--- src/core/dpdiag_pkg.sv ---
/*
 Constants shared by both ends of the slave diagnostics link.
 Assumes a single clock domain and byte-wide transfer.
*/
`default_nettype none
package dpdiag_pkg;
   // ==========================================
   // Frame layout
   localparam int unsigned STD_BYTES    = 6;
   localparam logic [5:0]  DEV_HDR_LEN  = 6'h04;
   localparam logic [5:0]  MOD_MAX      = 6'h3b;
   localparam logic [6:0]  IDX_ST1      = 7'h00;
   localparam logic [6:0]  IDX_ST2      = 7'h01;
   localparam logic [6:0]  IDX_ST3      = 7'h02;
   localparam logic [6:0]  IDX_MADDR    = 7'h03;
   localparam logic [6:0]  IDX_ID_LO    = 7'h04;
   localparam logic [6:0]  IDX_ID_HI    = 7'h05;
   localparam logic [6:0]  IDX_HDR      = 7'h06;
   localparam logic [6:0]  IDX_TYPE     = 7'h07;
   localparam logic [6:0]  IDX_SLOT     = 7'h08;
   localparam logic [6:0]  IDX_SPEC     = 7'h09;
   localparam logic [6:0]  IDX_MOD      = 7'h0a;
   // ==========================================
   // Field positions
   localparam int unsigned ST2_DEACT    = 7;
   localparam int unsigned ST2_SYNC     = 5;
   localparam int unsigned ST2_FREEZE   = 4;
   localparam int unsigned ST2_WDOG     = 3;
   localparam int unsigned ST2_FROM_SLV = 2;
   localparam int unsigned ST2_STATIC   = 1;
   localparam int unsigned ST2_PRM_REQ  = 0;
   localparam int unsigned ST3_OVF      = 7;
   localparam int unsigned TYPE_VAR     = 7;
   localparam int unsigned SPEC_ADD_ACK = 2;
   localparam logic [1:0]  HDR_MOD_ID   = 2'h0;
   // ==========================================
   // Codes and reset values
   localparam logic [7:0]  MADDR_NONE   = 8'hff;
   localparam logic [6:0]  IRQ_DIAG     = 7'h01;
   localparam logic [6:0]  IRQ_STATUS   = 7'h05;
   localparam logic [6:0]  STAT_INFO    = 7'h01;
   localparam logic [6:0]  STAT_MOD     = 7'h02;
   localparam logic [1:0]  SLOT_OK      = 2'h0;
   localparam logic [1:0]  SLOT_FAULT   = 2'h1;
   localparam logic [1:0]  SLOT_WRONG   = 2'h2;
   localparam logic [1:0]  SLOT_NONE    = 2'h3;
   localparam logic [1:0]  SSPEC_RSVD   = 2'h3;
   localparam int unsigned MAX_SLOTS    = 236;
   localparam int unsigned SEQ_W        = 5;

   typedef enum logic [1:0] {
      DPD_IDLE = 2'b00,
      DPD_BUSY = 2'b01
   } dpdiag_state_t;
endpackage
`default_nettype wire

--- src/core/dpdiag_link_if.sv ---
/*
 Link between the slave end and the master end.
 Both ends run on the same clock; all signals are driven from flops.
*/
`timescale 1ns/1ns
`default_nettype none
interface dpdiag_link_if;
   logic       diag_req;
   logic       d_valid;
   logic [7:0] d_data;
   logic       d_last;
   logic       ack_valid;
   logic [4:0] ack_seq;

   modport slave
   (
      input  diag_req,
      output d_valid,
      output d_data,
      output d_last,
      input  ack_valid,
      input  ack_seq
   );
   modport master
   (
      output diag_req,
      input  d_valid,
      input  d_data,
      input  d_last,
      output ack_valid,
      output ack_seq
   );
endinterface
`default_nettype wire

--- src/core/dpdiag_mod_pack.sv ---
/*
 Packs per-slot two-bit status into one module-status byte.
 Combinational; the caller registers the result.
*/
`timescale 1ns/1ns
`default_nettype none
module dpdiag_mod_pack
(
   // Slot status
   input  wire logic [2*dpdiag_pkg::MAX_SLOTS-1:0] slot_status,
   input  wire logic [7:0]                         n_slots,
   // Byte select
   input  wire logic [5:0]                         byte_idx,
   output logic      [7:0]                         mod_byte
);
   always_comb
   begin
      logic [9:0] slot;
      mod_byte = 8'h00;
      slot     = 10'h000;
      for (int k = 0; k < 4; k++)
      begin
         slot = {2'h0, byte_idx, 2'h0} + 10'(k);
         if ((slot < {2'h0, n_slots}) && (slot < 10'(dpdiag_pkg::MAX_SLOTS)))
            mod_byte[2*k +: 2] = slot_status[2*slot +: 2];
      end
   end
endmodule
`default_nettype wire

--- src/core/dpdiag_slave_end.sv ---
/*
 Slave end: builds and streams the diagnostics frame on request,
 holds one pending interrupt until the master acknowledges it or a newer status interrupt replaces a pending status one.
 Assumes all user inputs are synchronous to mclk.
*/
// What this block does
// - Six standard bytes lead every frame
// - Master reports deactivated slave in bit 7
// - Sync, freeze, watchdog bits reflect slave modes
// - Station status 2 bit 2 always one
// - Master repolls while static bit set
// - Parameter request bit outranks static bit
// - Overflow in status 3 bit 7
// - Master address, 255 when unconfigured
// - Ident low byte 4, high byte 5
// - Header upper bits are 00
// - Header length counts header byte
// - Interrupt type: bit7 clear, kind code
// - Newer status interrupt replaces pending status one
// - Status type: bit7 set, status code
// - Slot number, zero means whole device
// - Specifier bits 7..3 carry sequence value
// - Bit 2 flags extra acknowledge write
// - Interrupt specifier two-bit fault code
// - Status specifier code, reserved bits zero
// - Two status bits per slot from byte 4
// - Absent slot pairs are zero
// - Slot status two-bit encoding
// - Master acknowledges every interrupt
`timescale 1ns/1ns
`default_nettype none
module dpdiag_slave_end
(
   // Clock, reset, enable
   input  wire logic                               mclk,
   input  wire logic                               nrst,
   input  wire logic                               ce,
   // Link
   dpdiag_link_if.slave                            lnk,
   // Station status
   input  wire logic                               sync_mode,
   input  wire logic                               freeze_mode,
   input  wire logic                               wdog_on,
   input  wire logic                               static_diag,
   input  wire logic                               param_req,
   input  wire logic                               diag_overflow,
   input  wire logic                               cfg_valid,
   input  wire logic [7:0]                         cfg_master_addr,
   input  wire logic [15:0]                        slave_ident,
   // Interrupt post
   input  wire logic                               irq_post,
   input  wire logic [6:0]                         irq_kind,
   input  wire logic [7:0]                         irq_slot,
   input  wire logic                               irq_add_ack,
   input  wire logic [1:0]                         irq_spec,
   output logic                                    irq_pending,
   output logic                                    irq_drop,
   // Status report
   input  wire logic                               stat_en,
   input  wire logic [6:0]                         stat_code,
   input  wire logic [7:0]                         stat_slot,
   input  wire logic [1:0]                         stat_spec,
   input  wire logic [2*dpdiag_pkg::MAX_SLOTS-1:0] slot_status,
   input  wire logic [7:0]                         n_slots
);
   // ==========================================
   // Declarations
   dpdiag_pkg::dpdiag_state_t state_q;
   logic [6:0] idx_q;
   logic [6:0] flen_q;
   logic [5:0] dlen_q;
   logic       use_irq_q;
   logic       pend_q;
   logic [6:0] pkind_q;
   logic [7:0] pslot_q;
   logic       pack_q;
   logic [1:0] pspec_q;
   logic [4:0] pseq_q;
   logic [4:0] seq_cnt_q;
   logic       ack_hit;
   logic       post_ok;
   logic [5:0] mod_n;
   logic [5:0] mod_idx;
   logic [7:0] mod_byte;
   logic [7:0] cur;

   // ==========================================
   // Pending interrupt
   // Acknowledge of the pending sequence frees the slot.
   assign ack_hit = lnk.ack_valid && pend_q && (lnk.ack_seq == pseq_q);
   // A newer status interrupt may overwrite a pending status one.
   assign post_ok = irq_post && (!pend_q || ack_hit
                    || (pkind_q == dpdiag_pkg::IRQ_STATUS && irq_kind == dpdiag_pkg::IRQ_STATUS));

   always_ff @(posedge mclk or negedge nrst)
   begin
      if (!nrst)
      begin
         pend_q    <= 1'b0;
         pkind_q   <= 7'h00;
         pslot_q   <= 8'h00;
         pack_q    <= 1'b0;
         pspec_q   <= 2'h0;
         pseq_q    <= 5'h00;
         seq_cnt_q <= 5'h00;
         irq_drop  <= 1'b0;
      end
      else if (ce)
      begin
         irq_drop <= irq_post && !post_ok;
         // Set wins over an acknowledge in the same cycle.
         if (post_ok)
         begin
            pend_q    <= 1'b1;
            pkind_q   <= irq_kind;
            pslot_q   <= irq_slot;
            pack_q    <= irq_add_ack;
            pspec_q   <= irq_spec;
            pseq_q    <= seq_cnt_q;
            seq_cnt_q <= seq_cnt_q + 5'h01;
         end
         else if (ack_hit)
            pend_q <= 1'b0;
      end
   end

   always_ff @(posedge mclk or negedge nrst)
   begin
      if (!nrst)
         irq_pending <= 1'b0;
      else if (ce)
         irq_pending <= post_ok || (pend_q && !ack_hit);
   end

   // ==========================================
   // Frame length
   always_comb
   begin
      mod_n = 6'h00;
      if (stat_code == dpdiag_pkg::STAT_MOD)
      begin
         if (n_slots > 8'(4 * 59 - 3))
            mod_n = dpdiag_pkg::MOD_MAX;
         else
            mod_n = 6'((n_slots + 8'h03) >> 2);
      end
   end

   // ==========================================
   // Byte assembly
   assign mod_idx = 6'(idx_q - dpdiag_pkg::IDX_MOD);

   dpdiag_mod_pack u_pack
   (
      .slot_status (slot_status),
      .n_slots     (n_slots),
      .byte_idx    (mod_idx),
      .mod_byte    (mod_byte)
   );

   always_comb
   begin
      cur = 8'h00;
      case (idx_q)
         dpdiag_pkg::IDX_ST1:   cur = 8'h00;
         dpdiag_pkg::IDX_ST2:
         begin
            cur = 8'h00;
            cur[dpdiag_pkg::ST2_SYNC]     = sync_mode;
            cur[dpdiag_pkg::ST2_FREEZE]   = freeze_mode;
            cur[dpdiag_pkg::ST2_WDOG]     = wdog_on;
            cur[dpdiag_pkg::ST2_FROM_SLV] = 1'b1;
            cur[dpdiag_pkg::ST2_STATIC]   = static_diag;
            cur[dpdiag_pkg::ST2_PRM_REQ]  = param_req;
         end
         dpdiag_pkg::IDX_ST3:   cur = {diag_overflow, 7'h00};
         dpdiag_pkg::IDX_MADDR: cur = cfg_valid ? cfg_master_addr : dpdiag_pkg::MADDR_NONE;
         dpdiag_pkg::IDX_ID_LO: cur = slave_ident[7:0];
         dpdiag_pkg::IDX_ID_HI: cur = slave_ident[15:8];
         dpdiag_pkg::IDX_HDR:   cur = {dpdiag_pkg::HDR_MOD_ID, dlen_q};
         dpdiag_pkg::IDX_TYPE:  cur = use_irq_q ? {1'b0, pkind_q} : {1'b1, stat_code};
         dpdiag_pkg::IDX_SLOT:  cur = use_irq_q ? pslot_q : stat_slot;
         dpdiag_pkg::IDX_SPEC:
         begin
            if (use_irq_q)
               cur = {pseq_q, pack_q, pspec_q};
            else if (stat_spec == dpdiag_pkg::SSPEC_RSVD)
               cur = 8'h00;
            else
               cur = {6'h00, stat_spec};
         end
         default:               cur = mod_byte;
      endcase
   end

   // ==========================================
   // Frame sequencer
   always_ff @(posedge mclk or negedge nrst)
   begin
      if (!nrst)
      begin
         state_q   <= dpdiag_pkg::DPD_IDLE;
         idx_q     <= 7'h00;
         flen_q    <= 7'h00;
         dlen_q    <= 6'h00;
         use_irq_q <= 1'b0;
      end
      else if (ce)
      begin
         case (state_q)
            dpdiag_pkg::DPD_IDLE:
            begin
               idx_q <= 7'h00;
               if (lnk.diag_req)
               begin
                  state_q   <= dpdiag_pkg::DPD_BUSY;
                  use_irq_q <= pend_q;
                  if (pend_q)
                  begin
                     dlen_q <= dpdiag_pkg::DEV_HDR_LEN;
                     flen_q <= 7'(dpdiag_pkg::STD_BYTES + dpdiag_pkg::DEV_HDR_LEN);
                  end
                  else if (stat_en)
                  begin
                     dlen_q <= dpdiag_pkg::DEV_HDR_LEN + mod_n;
                     flen_q <= 7'(dpdiag_pkg::STD_BYTES + dpdiag_pkg::DEV_HDR_LEN + mod_n);
                  end
                  else
                  begin
                     dlen_q <= 6'h00;
                     flen_q <= 7'(dpdiag_pkg::STD_BYTES);
                  end
               end
            end
            dpdiag_pkg::DPD_BUSY:
            begin
               idx_q <= idx_q + 7'h01;
               if (idx_q == flen_q - 7'h01)
                  state_q <= dpdiag_pkg::DPD_IDLE;
            end
            default: state_q <= dpdiag_pkg::DPD_IDLE;
         endcase
      end
   end

   always_ff @(posedge mclk or negedge nrst)
   begin
      if (!nrst)
      begin
         lnk.d_valid <= 1'b0;
         lnk.d_data  <= 8'h00;
         lnk.d_last  <= 1'b0;
      end
      else if (ce)
      begin
         lnk.d_valid <= state_q == dpdiag_pkg::DPD_BUSY;
         lnk.d_data  <= (state_q == dpdiag_pkg::DPD_BUSY) ? cur : 8'h00;
         lnk.d_last  <= (state_q == dpdiag_pkg::DPD_BUSY) && (idx_q == flen_q - 7'h01);
      end
   end
endmodule
`default_nettype wire

--- src/flat_wrapper.sv ---
// flat-port wrapper written by rule: the top's interface ports become plain ports
module dpdiag_slave_end_flat 
  (mclk, nrst, ce, sync_mode, freeze_mode, wdog_on, static_diag, param_req, diag_overflow, cfg_valid, cfg_master_addr, slave_ident, irq_post, irq_kind, irq_slot, irq_add_ack, irq_spec, irq_pending, irq_drop, stat_en, stat_code, stat_slot, stat_spec, slot_status, n_slots, lnk_diag_req, lnk_d_valid, lnk_d_data, lnk_d_last, lnk_ack_valid, lnk_ack_seq);
  dpdiag_link_if lnk_i ();
  input  wire logic mclk;
  input  wire logic nrst;
  input  wire logic ce;
  input  wire logic sync_mode;
  input  wire logic freeze_mode;
  input  wire logic wdog_on;
  input  wire logic static_diag;
  input  wire logic param_req;
  input  wire logic diag_overflow;
  input  wire logic cfg_valid;
  input  wire logic [7:0] cfg_master_addr;
  input  wire logic [15:0] slave_ident;
  input  wire logic irq_post;
  input  wire logic [6:0] irq_kind;
  input  wire logic [7:0] irq_slot;
  input  wire logic irq_add_ack;
  input  wire logic [1:0] irq_spec;
  output logic irq_pending;
  output logic irq_drop;
  input  wire logic stat_en;
  input  wire logic [6:0] stat_code;
  input  wire logic [7:0] stat_slot;
  input  wire logic [1:0] stat_spec;
  input  wire logic [2*dpdiag_pkg::MAX_SLOTS-1:0] slot_status;
  input  wire logic [7:0] n_slots;
  input wire logic [$bits(lnk_i.diag_req)-1:0] lnk_diag_req;
  output wire logic [$bits(lnk_i.d_valid)-1:0] lnk_d_valid;
  output wire logic [$bits(lnk_i.d_data)-1:0] lnk_d_data;
  output wire logic [$bits(lnk_i.d_last)-1:0] lnk_d_last;
  input wire logic [$bits(lnk_i.ack_valid)-1:0] lnk_ack_valid;
  input wire logic [$bits(lnk_i.ack_seq)-1:0] lnk_ack_seq;
  assign lnk_i.diag_req = lnk_diag_req;
  assign lnk_d_valid = lnk_i.d_valid;
  assign lnk_d_data = lnk_i.d_data;
  assign lnk_d_last = lnk_i.d_last;
  assign lnk_i.ack_valid = lnk_ack_valid;
  assign lnk_i.ack_seq = lnk_ack_seq;
  dpdiag_slave_end u_core (.mclk(mclk), .nrst(nrst), .ce(ce), .lnk(lnk_i), .sync_mode(sync_mode), .freeze_mode(freeze_mode), .wdog_on(wdog_on), .static_diag(static_diag), .param_req(param_req), .diag_overflow(diag_overflow), .cfg_valid(cfg_valid), .cfg_master_addr(cfg_master_addr), .slave_ident(slave_ident), .irq_post(irq_post), .irq_kind(irq_kind), .irq_slot(irq_slot), .irq_add_ack(irq_add_ack), .irq_spec(irq_spec), .irq_pending(irq_pending), .irq_drop(irq_drop), .stat_en(stat_en), .stat_code(stat_code), .stat_slot(stat_slot), .stat_spec(stat_spec), .slot_status(slot_status), .n_slots(n_slots));
endmodule
--- config.mk ---
export PLATFORM = sky130hd
export DESIGN_NAME = dpdiag_slave_end_flat
export DESIGN_NICKNAME = d
export VERILOG_FILES = /design/src/core/dpdiag_pkg.sv /design/src/core/dpdiag_link_if.sv /design/src/core/dpdiag_mod_pack.sv /design/src/core/dpdiag_slave_end.sv /design/src/flat_wrapper.sv
export SDC_FILE = /design/constraint.sdc
export NUM_CORES = 1
export LEC_CHECK = 0
export BUFFER_PORTS_ARGS = -buffer_cell sky130_fd_sc_hd__buf_4
export CORE_AREA = 2 2 224 226
export DETAILED_ROUTE_END_ITERATION = 8
export DIE_AREA = 0 0 226 228
export GPL_ROUTABILITY_DRIVEN = 0
export GPL_TIMING_DRIVEN = 0
export SYNTH_ARGS = -nofsm -noshare
export SYNTH_HDL_FRONTEND = slang
export SYNTH_SLANG_ARGS = --single-unit
--- constraint.sdc ---
create_clock -name mclk -period 8.1 [get_ports mclk]
set_input_delay 0.405 -clock mclk [delete_from_list [all_inputs] [get_ports mclk]]
set_output_delay 0.405 -clock mclk [all_outputs]
set_load 0.03 [all_outputs]
==> impl_metrics.tcl, run 1 <==
set metrics [dict create \
    crit_fanout 14 \
    clock_sinks 62 \
    synth_cells 875 \
    clkTransAtPathRegs_ps 60 \
    synthFlopType "dfrtp_1" \
    ys_async_sr_fraction_pct 100 \
    syn_area_per_cell_sq_um 9.58 \
    overflow 0 \
    yosysWarnings 0 \
    areaGrowthSynthToFinish_pct 65.2 \
    track_usage_pct 21.1 \
    end_kind "register" \
    cts_root_buffer "clkbuf_16" \
    syn_area_sq_mm 0.00838 \
    place_hpwl_um 48600 \
    drive_above_1_share_pct 53.1 \
    post-route-min-period_ps 4960 \
    rsz0062_at_grt "no" \
    grt_pass1_vias 10900 \
    dieArea_sq_mm 0.0515 \
    die_w_um 226 \
    cts_resized 0 \
    hp-class "in -> async" \
    core_region_area_sq_mm 0.0493 \
    power_per_cell_area_mw_per_mm2 310 \
    relSlewSlack_pct 23.0 \
    p_comb_share_pct 78.8 \
    ys_ff_latch 62 \
    p_int_w 0.00201 \
    yosysSeqAreaShare_pct 18.5 \
    cap_violations 0 \
    power.switching_w 0.00228 \
    cts_made_buffers 9 \
    fin_crit_sh_pct 61.2 \
    nets 2033 \
    dp_cells 2118 \
    tritoncts "yes" \
    ios 570 \
    peakVddDrop_v 0.000212 \
    postCtsSetupRepairBufs 0 \
    grt_pass1_wl_um 76900 \
    r2r_cells 14 \
    crit_arrival_ps 5210 \
    critPathKind "reg -> reg" \
    routed_wl_um 56400 \
    io_buffers 569 \
    required_ps 8350 \
    placementRows 82 \
    report.final.setup_viol 0 \
    antenna_found_initial 11 \
    clock_power_share_pct 9.8 \
    p_leak_nw 6.20 \
    outcome "finished, final reports clean" \
    clock_path_buffers 2 \
    ant_nets 0 \
    initial_core_util_pct 17.0 \
    final_cell_mix "buf_4 (585), nand2_1 (124), mux4_2 (90)" \
    drc_errors 0 \
    p_seq_share_pct 11.4 \
    maxSlewViolCount 0 \
    grt_max_degree 63 \
    viasPerCell 4.90 \
    setup_tns_ps 0 \
    critical_path.startpoint_type "register" \
    clkLatencyLatePin_ps 340 \
    layout_commonest_cell "buf_4" \
    die_h_um 228 \
    final_cells 2141 \
    wl_per_cell_um 26.3 \
    syn-num-nets 1451 \
    tightest_slew_ps 1150 \
    synth_edf_count 0 \
    final_hold_viol_count 0 \
    dr.pass1.iters 5 \
    swShare_pct 53.1 \
    cts_hold_buf 0 \
    clock-skew-final_ps 8.07 \
    hold_ws_ps 165 \
    max_freq_mhz 202 \
    fin_util_pct 28.1 \
    htreeDepth 3 \
    drtIter0Drc 919 \
    yosys.cell_types.count 76 \
    fillCellCount 5288 \
    p_total_w 0.00429 \
    num_vias 10500 \
]
==> kinds of logic (layout without fill, tap and decap cells) <==
group / Yosys count / in the layout / share of synthesized area [%]
and+or+nand+nor: 295 / 295 / 17.5
AOI/OAI and AO/OA: 198 / 198 / 17.1
muxes: 177 / 177 / 35.2
buffers and inverters: 93 / 680 / 5.46
DFF: 62 / 62 / 18.5
xor gates and xnor gates: 31 / 31 / 3.49
adders and majority gates: 19 / 19 / 2.81
other: 0 / 7 / 0
==> area by class of cell <==
class | instances | area [sq um] | area share, %
Inverter | 27 | 101 | 0.732
Sequential cell | 62 | 1550 | 11.2
Timing Repair Buffer | 571 | 4280 | 30.9
Antenna cell | 7 | 17.5 | 0.127
Tap cell | 672 | 841 | 6.07
Clock buffer | 9 | 225 | 1.63
Multi-Input combinational cell | 720 | 6370 | 46.0
Buffer | 66 | 357 | 2.58
Clock inverter | 7 | 97.6 | 0.705
==> per-stage QoR <==
step	cell area, sq um	setup slack, ps
final	13800	3140
after global routing	13800	2800
after CTS	13800	2960
after detailed placement	13500	2980
after global placement	13500	2150
after floorplan	8380	4790
==> sequential cells by signal (all words and copies together) (netlist names) <==
name,cells
u_core.state_q,1
u_core.lnk.d_data,8
u_core.flen_q,6
u_core.seq_cnt_q,5
u_core.use_irq_q,1
u_core.idx_q,7
u_core.dlen_q,6
u_core.pspec_q,2
u_core.pack_q,1
u_core.pslot_q,8
u_core.irq_pending,1
u_core.lnk.d_valid,1
u_core.pseq_q,5
u_core.lnk.d_last,1
u_core.pkind_q,7
u_core.irq_drop,1
u_core.pend_q,1
==> synthesized netlist by cell type, drive strengths merged (15+ instances only) <==
| master | count | share of area (%) |
|---|---|---|
| mux4 | 90 | 24 |
| xnor2 | 23 | 2.4 |
| buf | 44 | 3.3 |
| o21ai | 32 | 1.9 |
| nor2 | 36 | 1.8 |
| inv | 27 | 1.2 |
| nor2b | 19 | 1.4 |
| mux2 | 41 | 5.5 |
| mux2i | 46 | 5.5 |
| nor3 | 15 | 0.96 |
| ha | 18 | 2.7 |
| dfrtp | 62 | 19 |
| nand3 | 33 | 2.0 |
| clkbuf | 22 | 0.99 |
| a21oi | 31 | 1.9 |
| nand2 | 124 | 5.6 |
==> worst max-delay path, stage by stage (launching register included) <==
cell and delay, ps:
dfrtp_1 420, buf_4 190, buf_4 210, inv_1 150, buf_2 460, ha_1 320, buf_2 270, inv_2 280
clkbuf_1 880, ha_1 440, a21oi_1 240, a211oi_1 170, a211oi_1 360, o2111ai_1 230, o21ai_0 210
==> final timing paths <==
path	from	to	slack [ps]
max	u_core.idx_q[1]$_DFFE_PN0P_	u_core.lnk.d_data[3]$_DFFE_PN0P_	3140
min	nrst	u_core.pend_q$_DFFE_PN0P_	170
max reg2reg	u_core.idx_q[1]$_DFFE_PN0P_	u_core.lnk.d_data[3]$_DFFE_PN0P_	3140
min reg2reg	u_core.seq_cnt_q[4]$_DFFE_PN0P_	u_core.seq_cnt_q[4]$_DFFE_PN0P_	470
max in group asynchronous	nrst	u_core.lnk.d_data[0]$_DFFE_PN0P_	7400
min in group mclk	irq_slot[3]	u_core.pslot_q[3]$_DFFE_PN0P_	300
==> power by group through the flow <==
| stage | Sequential (W) | Clock (W) | Combinational (W) |
|---|---|---|---|
| floorplan | 0.000499 | 0 | 0.00194 |
| detailed placement | 0.000489 | 0 | 0.00340 |
| CTS | 0.000485 | 0.000429 | 0.00341 |
| global route | 0.000498 | 0.000445 | 0.00357 |
| finish | 0.000489 | 0.000419 | 0.00339 |
| global placement | 0.000486 | 0 | 0.00336 |
==> metal layers <==
| metal | vias to the layer above | GRT usage, % | share of wire [%] |
|---|---|---|---|
| li1 | 4628 | - | - |
| met1 | 5169 | 25.3 | 38 |
| met2 | 629 | 36.5 | 50 |
| met3 | 60 | 5.40 | 9.1 |
| met4 | 8 | 7.12 | 3.1 |
| met5 | - | 0 | 0.069 |
(Power assumes the default switching activity.)
==> inputs of run 2 (changes only) <==
--- a/config.mk
+++ b/config.mk
@@ -5,10 +5,11 @@
 export SDC_FILE = /design/constraint.sdc
 export NUM_CORES = 1
 export LEC_CHECK = 0
+export ABC_AREA = 1
 export BUFFER_PORTS_ARGS = -buffer_cell sky130_fd_sc_hd__buf_4
-export CORE_AREA = 2 2 224 226
+export CORE_AREA = 2 2 220 222
 export DETAILED_ROUTE_END_ITERATION = 8
-export DIE_AREA = 0 0 226 228
+export DIE_AREA = 0 0 222 224
 export GPL_ROUTABILITY_DRIVEN = 0
 export GPL_TIMING_DRIVEN = 0
 export SYNTH_ARGS = -nofsm -noshare
==> constraint.sdc (replaced) <==
create_clock -name mclk -period 4.8 [get_ports mclk]
set_input_delay 0.24 -clock mclk [delete_from_list [all_inputs] [get_ports mclk]]
set_output_delay 0.24 -clock mclk [all_outputs]
set_load 0.03 [all_outputs]
==> run 2 against run 1 <==
Flip-flop and latch count stayed put. Critical endpoint is now u_core.lnk.d_data[0]$_DFFE_PN0P_. Critical path type unchanged. Cell count grew 37%. Largest cell class unchanged. Sequential share of layout area decreased by 0.57 points. Highest routed layer unchanged. Cell area is 5.3% higher.
==> impl_metrics.tcl, run 2 <==
set metrics [dict create \
    cts_made_buffers 9 \
    crit_arrival_ps 4340 \
    cp_num_buf_inv 6 \
    rsz0062_at_grt "no" \
    critical-path-top-delay-family "buffers and inverters" \
    clock_sinks 62 \
    die_h_um 224 \
    crit_fanout 14 \
    die_w_um 222 \
    post-route-min-period_ps 4070 \
    final_cell_mix "nand2_1 (633), buf_4 (593), nand3_1 (340)" \
    report.final.setup_viol 0 \
    peakVddDrop_v 0.000374 \
    r2r_cells 17 \
    outcome "finished, final reports clean" \
    synthFlopType "dfrtp_1" \
    cpPeakStageDelay_ps 430 \
    postCtsSetupRepairBufs 0 \
    dr.pass1.iters 5 \
    viasPerCell 4.84 \
    yosysSeqAreaShare_pct 16.8 \
    grt_max_degree 63 \
    grt_pass1_vias 13800 \
    final_hold_viol_count 0 \
    htreeDepth 3 \
    tritoncts "yes" \
    yosysWarnings 0 \
    ios 570 \
    path_cells "buf_4 > inv_4 > buf_2 > ha_1 > buf_2 > inv_1 > buf_2 > ha_1 > a21oi_1 > o21ai_0 > nand2_1 > nor3_1 > nor2_1 > nand3_1 > nand2_1 > nand2_1 > nand2_1" \
    max_freq_mhz 245 \
    slowest_stage "buf_2" \
    clkTransAtPathRegs_ps 50 \
    tightest_slew_ps 1180 \
    syn_area_per_cell_sq_um 5.36 \
    wl_per_cell_um 23.2 \
    overflow 0 \
    required_ps 5070 \
    final_cells 2928 \
    clkLatencyLatePin_ps 330 \
    power_per_cell_area_mw_per_mm2 606 \
    synth_top_area_cell "nand2_1" \
    core_region_area_sq_mm 0.0473 \
    antenna_found_initial 11 \
    cts_root_buffer "clkbuf_16" \
    clock_path_buffers 2 \
    synth_top_area_share_pct 25.8 \
    crit_top_cell "nand2_1" \
    drc_errors 0 \
    ant_nets 0 \
    initial_core_util_pct 19.5 \
    placementRows 80 \
    rr_startpoint "u_core.idx_q[1]$_DFFE_PN0P_" \
    syn-num-nets 2298 \
    relSlewSlack_pct 21.3 \
    track_usage_pct 26.2 \
    maxSlewViolCount 0 \
    drive_above_1_share_pct 30.4 \
    areaGrowthSynthToFinish_pct 58.1 \
    synth_cells 1722 \
    synth_edf_count 0 \
    synth_commonest_cells "nand2_1 (633), nand3_1 (340), nor2_1 (172)" \
    critPathKind "reg -> reg" \
    regArea_sq_mm 0.00155 \
    synth_area_leaders "nand2_1 (26%), nand3_1 (18%), dfrtp_1 (17%)" \
    routed_wl_um 67800 \
    yosys.cell_types.count 48 \
    worst-r2r-setup-slack_ps 730 \
    drtIter0Drc 1083 \
    fillCellCount 5517 \
    layout_commonest_cell "nand2_1" \
    syn_area_sq_mm 0.00922 \
    io_buffers 569 \
    dieArea_sq_mm 0.0497 \
    num_vias 14200 \
    cts_resized 0 \
    ys_ff_latch 62 \
    top_regs "u_core.lnk.d_data x8, u_core.pslot_q x8" \
    critical_path.startpoint_type "register" \
    ys_async_sr_fraction_pct 100 \
    cap_violations 0 \
    hp-class "in -> async" \
    nets 2878 \
    grt_pass1_wl_um 93900 \
    reg2reg_to "u_core.lnk.d_data[0]$_DFFE_PN0P_" \
    end_kind "register" \
    dp_cells 2906 \
    clock-skew-final_ps 4.14 \
    cts_hold_buf 0 \
    fin_crit_sh_pct 84.9 \
    multi_input_area_sq_mm 0.00663 \
    setup_tns_ps 0 \
    p_leak_nw 7.71 \
    synth_most_common_cell "nand2_1" \
    place_hpwl_um 57400 \
]
-- run 2: routing by layer --
layer,global-route usage (%),wire [um],up-vias
li1,-,-,6788
met1,31.9,27300,6646
met2,46.9,33400,634
met3,4.67,4980,102
met4,7.63,2020,4
met5,0,30,-
-- run 2: how the worst max path moves through the flow --
stage | end | startpoint | cells past startpoint
final | u_core.lnk.d_data[0]$_DFFE_PN0P_ | u_core.idx_q[1]$_DFFE_PN0P_ | 17
after detailed placement | u_core.lnk.d_data[0]$_DFFE_PN0P_ | u_core.idx_q[1]$_DFFE_PN0P_ | 17
after global routing | u_core.lnk.d_data[1]$_DFFE_PN0P_ | u_core.idx_q[1]$_DFFE_PN0P_ | 17
after floorplan | u_core.lnk.d_data[0]$_DFFE_PN0P_ | u_core.idx_q[1]$_DFFE_PN0P_ | 17
after CTS | u_core.lnk.d_data[0]$_DFFE_PN0P_ | u_core.idx_q[1]$_DFFE_PN0P_ | 17
after global placement | u_core.lnk.d_data[1]$_DFFE_PN0P_ | u_core.idx_q[1]$_DFFE_PN0P_ | 17
-- run 2: power breakdown --
group | total [W] | internal [W] | switching [W] | leakage (nW)
registers | 0.000878 | 0.000728 | 0.000150 | 0.777
logic | 0.00728 | 0.00217 | 0.00511 | 6.78
clock network | 0.000684 | 0.000449 | 0.000235 | 0.152
-- run 2: final cells by class --
class | count | area share, %
multi-input cells | 1442 | 45.4
repair buffers | 569 | 29.3
flip-flops and latches | 62 | 10.6
well taps | 615 | 5.28
plain buffers | 113 | 4.41
inverters | 105 | 2.75
clock buffers | 10 | 1.57
clock inverters | 5 | 0.515
diodes | 7 | 0.120
-- run 2: kinds of logic (layout without fill, tap and decap cells) --
| logic type | count (synthesis) | after routing | share of synthesized area, % |
|---|---|---|---|
| fa+ha+maj | 18 | 18 | 2.44 |
| flops | 62 | 62 | 16.8 |
| compound gates | 206 | 206 | 12.4 |
| buf+inv | 218 | 802 | 11.3 |
| simple gates | 1200 | 1200 | 55.3 |
| xor+xnor | 18 | 18 | 1.71 |
| other cells | 0 | 7 | 0 |
-- run 2: per-stage QoR --
step	util (%)	setup slack, ps	total power [W]	area, sq um	hold WS (ps)
final	30.8	726	0.00885	14600	8.87
after global routing	30.8	433	0.00947	14600	71.6
after CTS	30.8	724	0.00883	14600	32.7
after floorplan	-	2020	0.00494	9220	-55.6
after detailed placement	30.1	750	0.00812	14300	387
after global placement	30.1	740	0.00809	14300	387
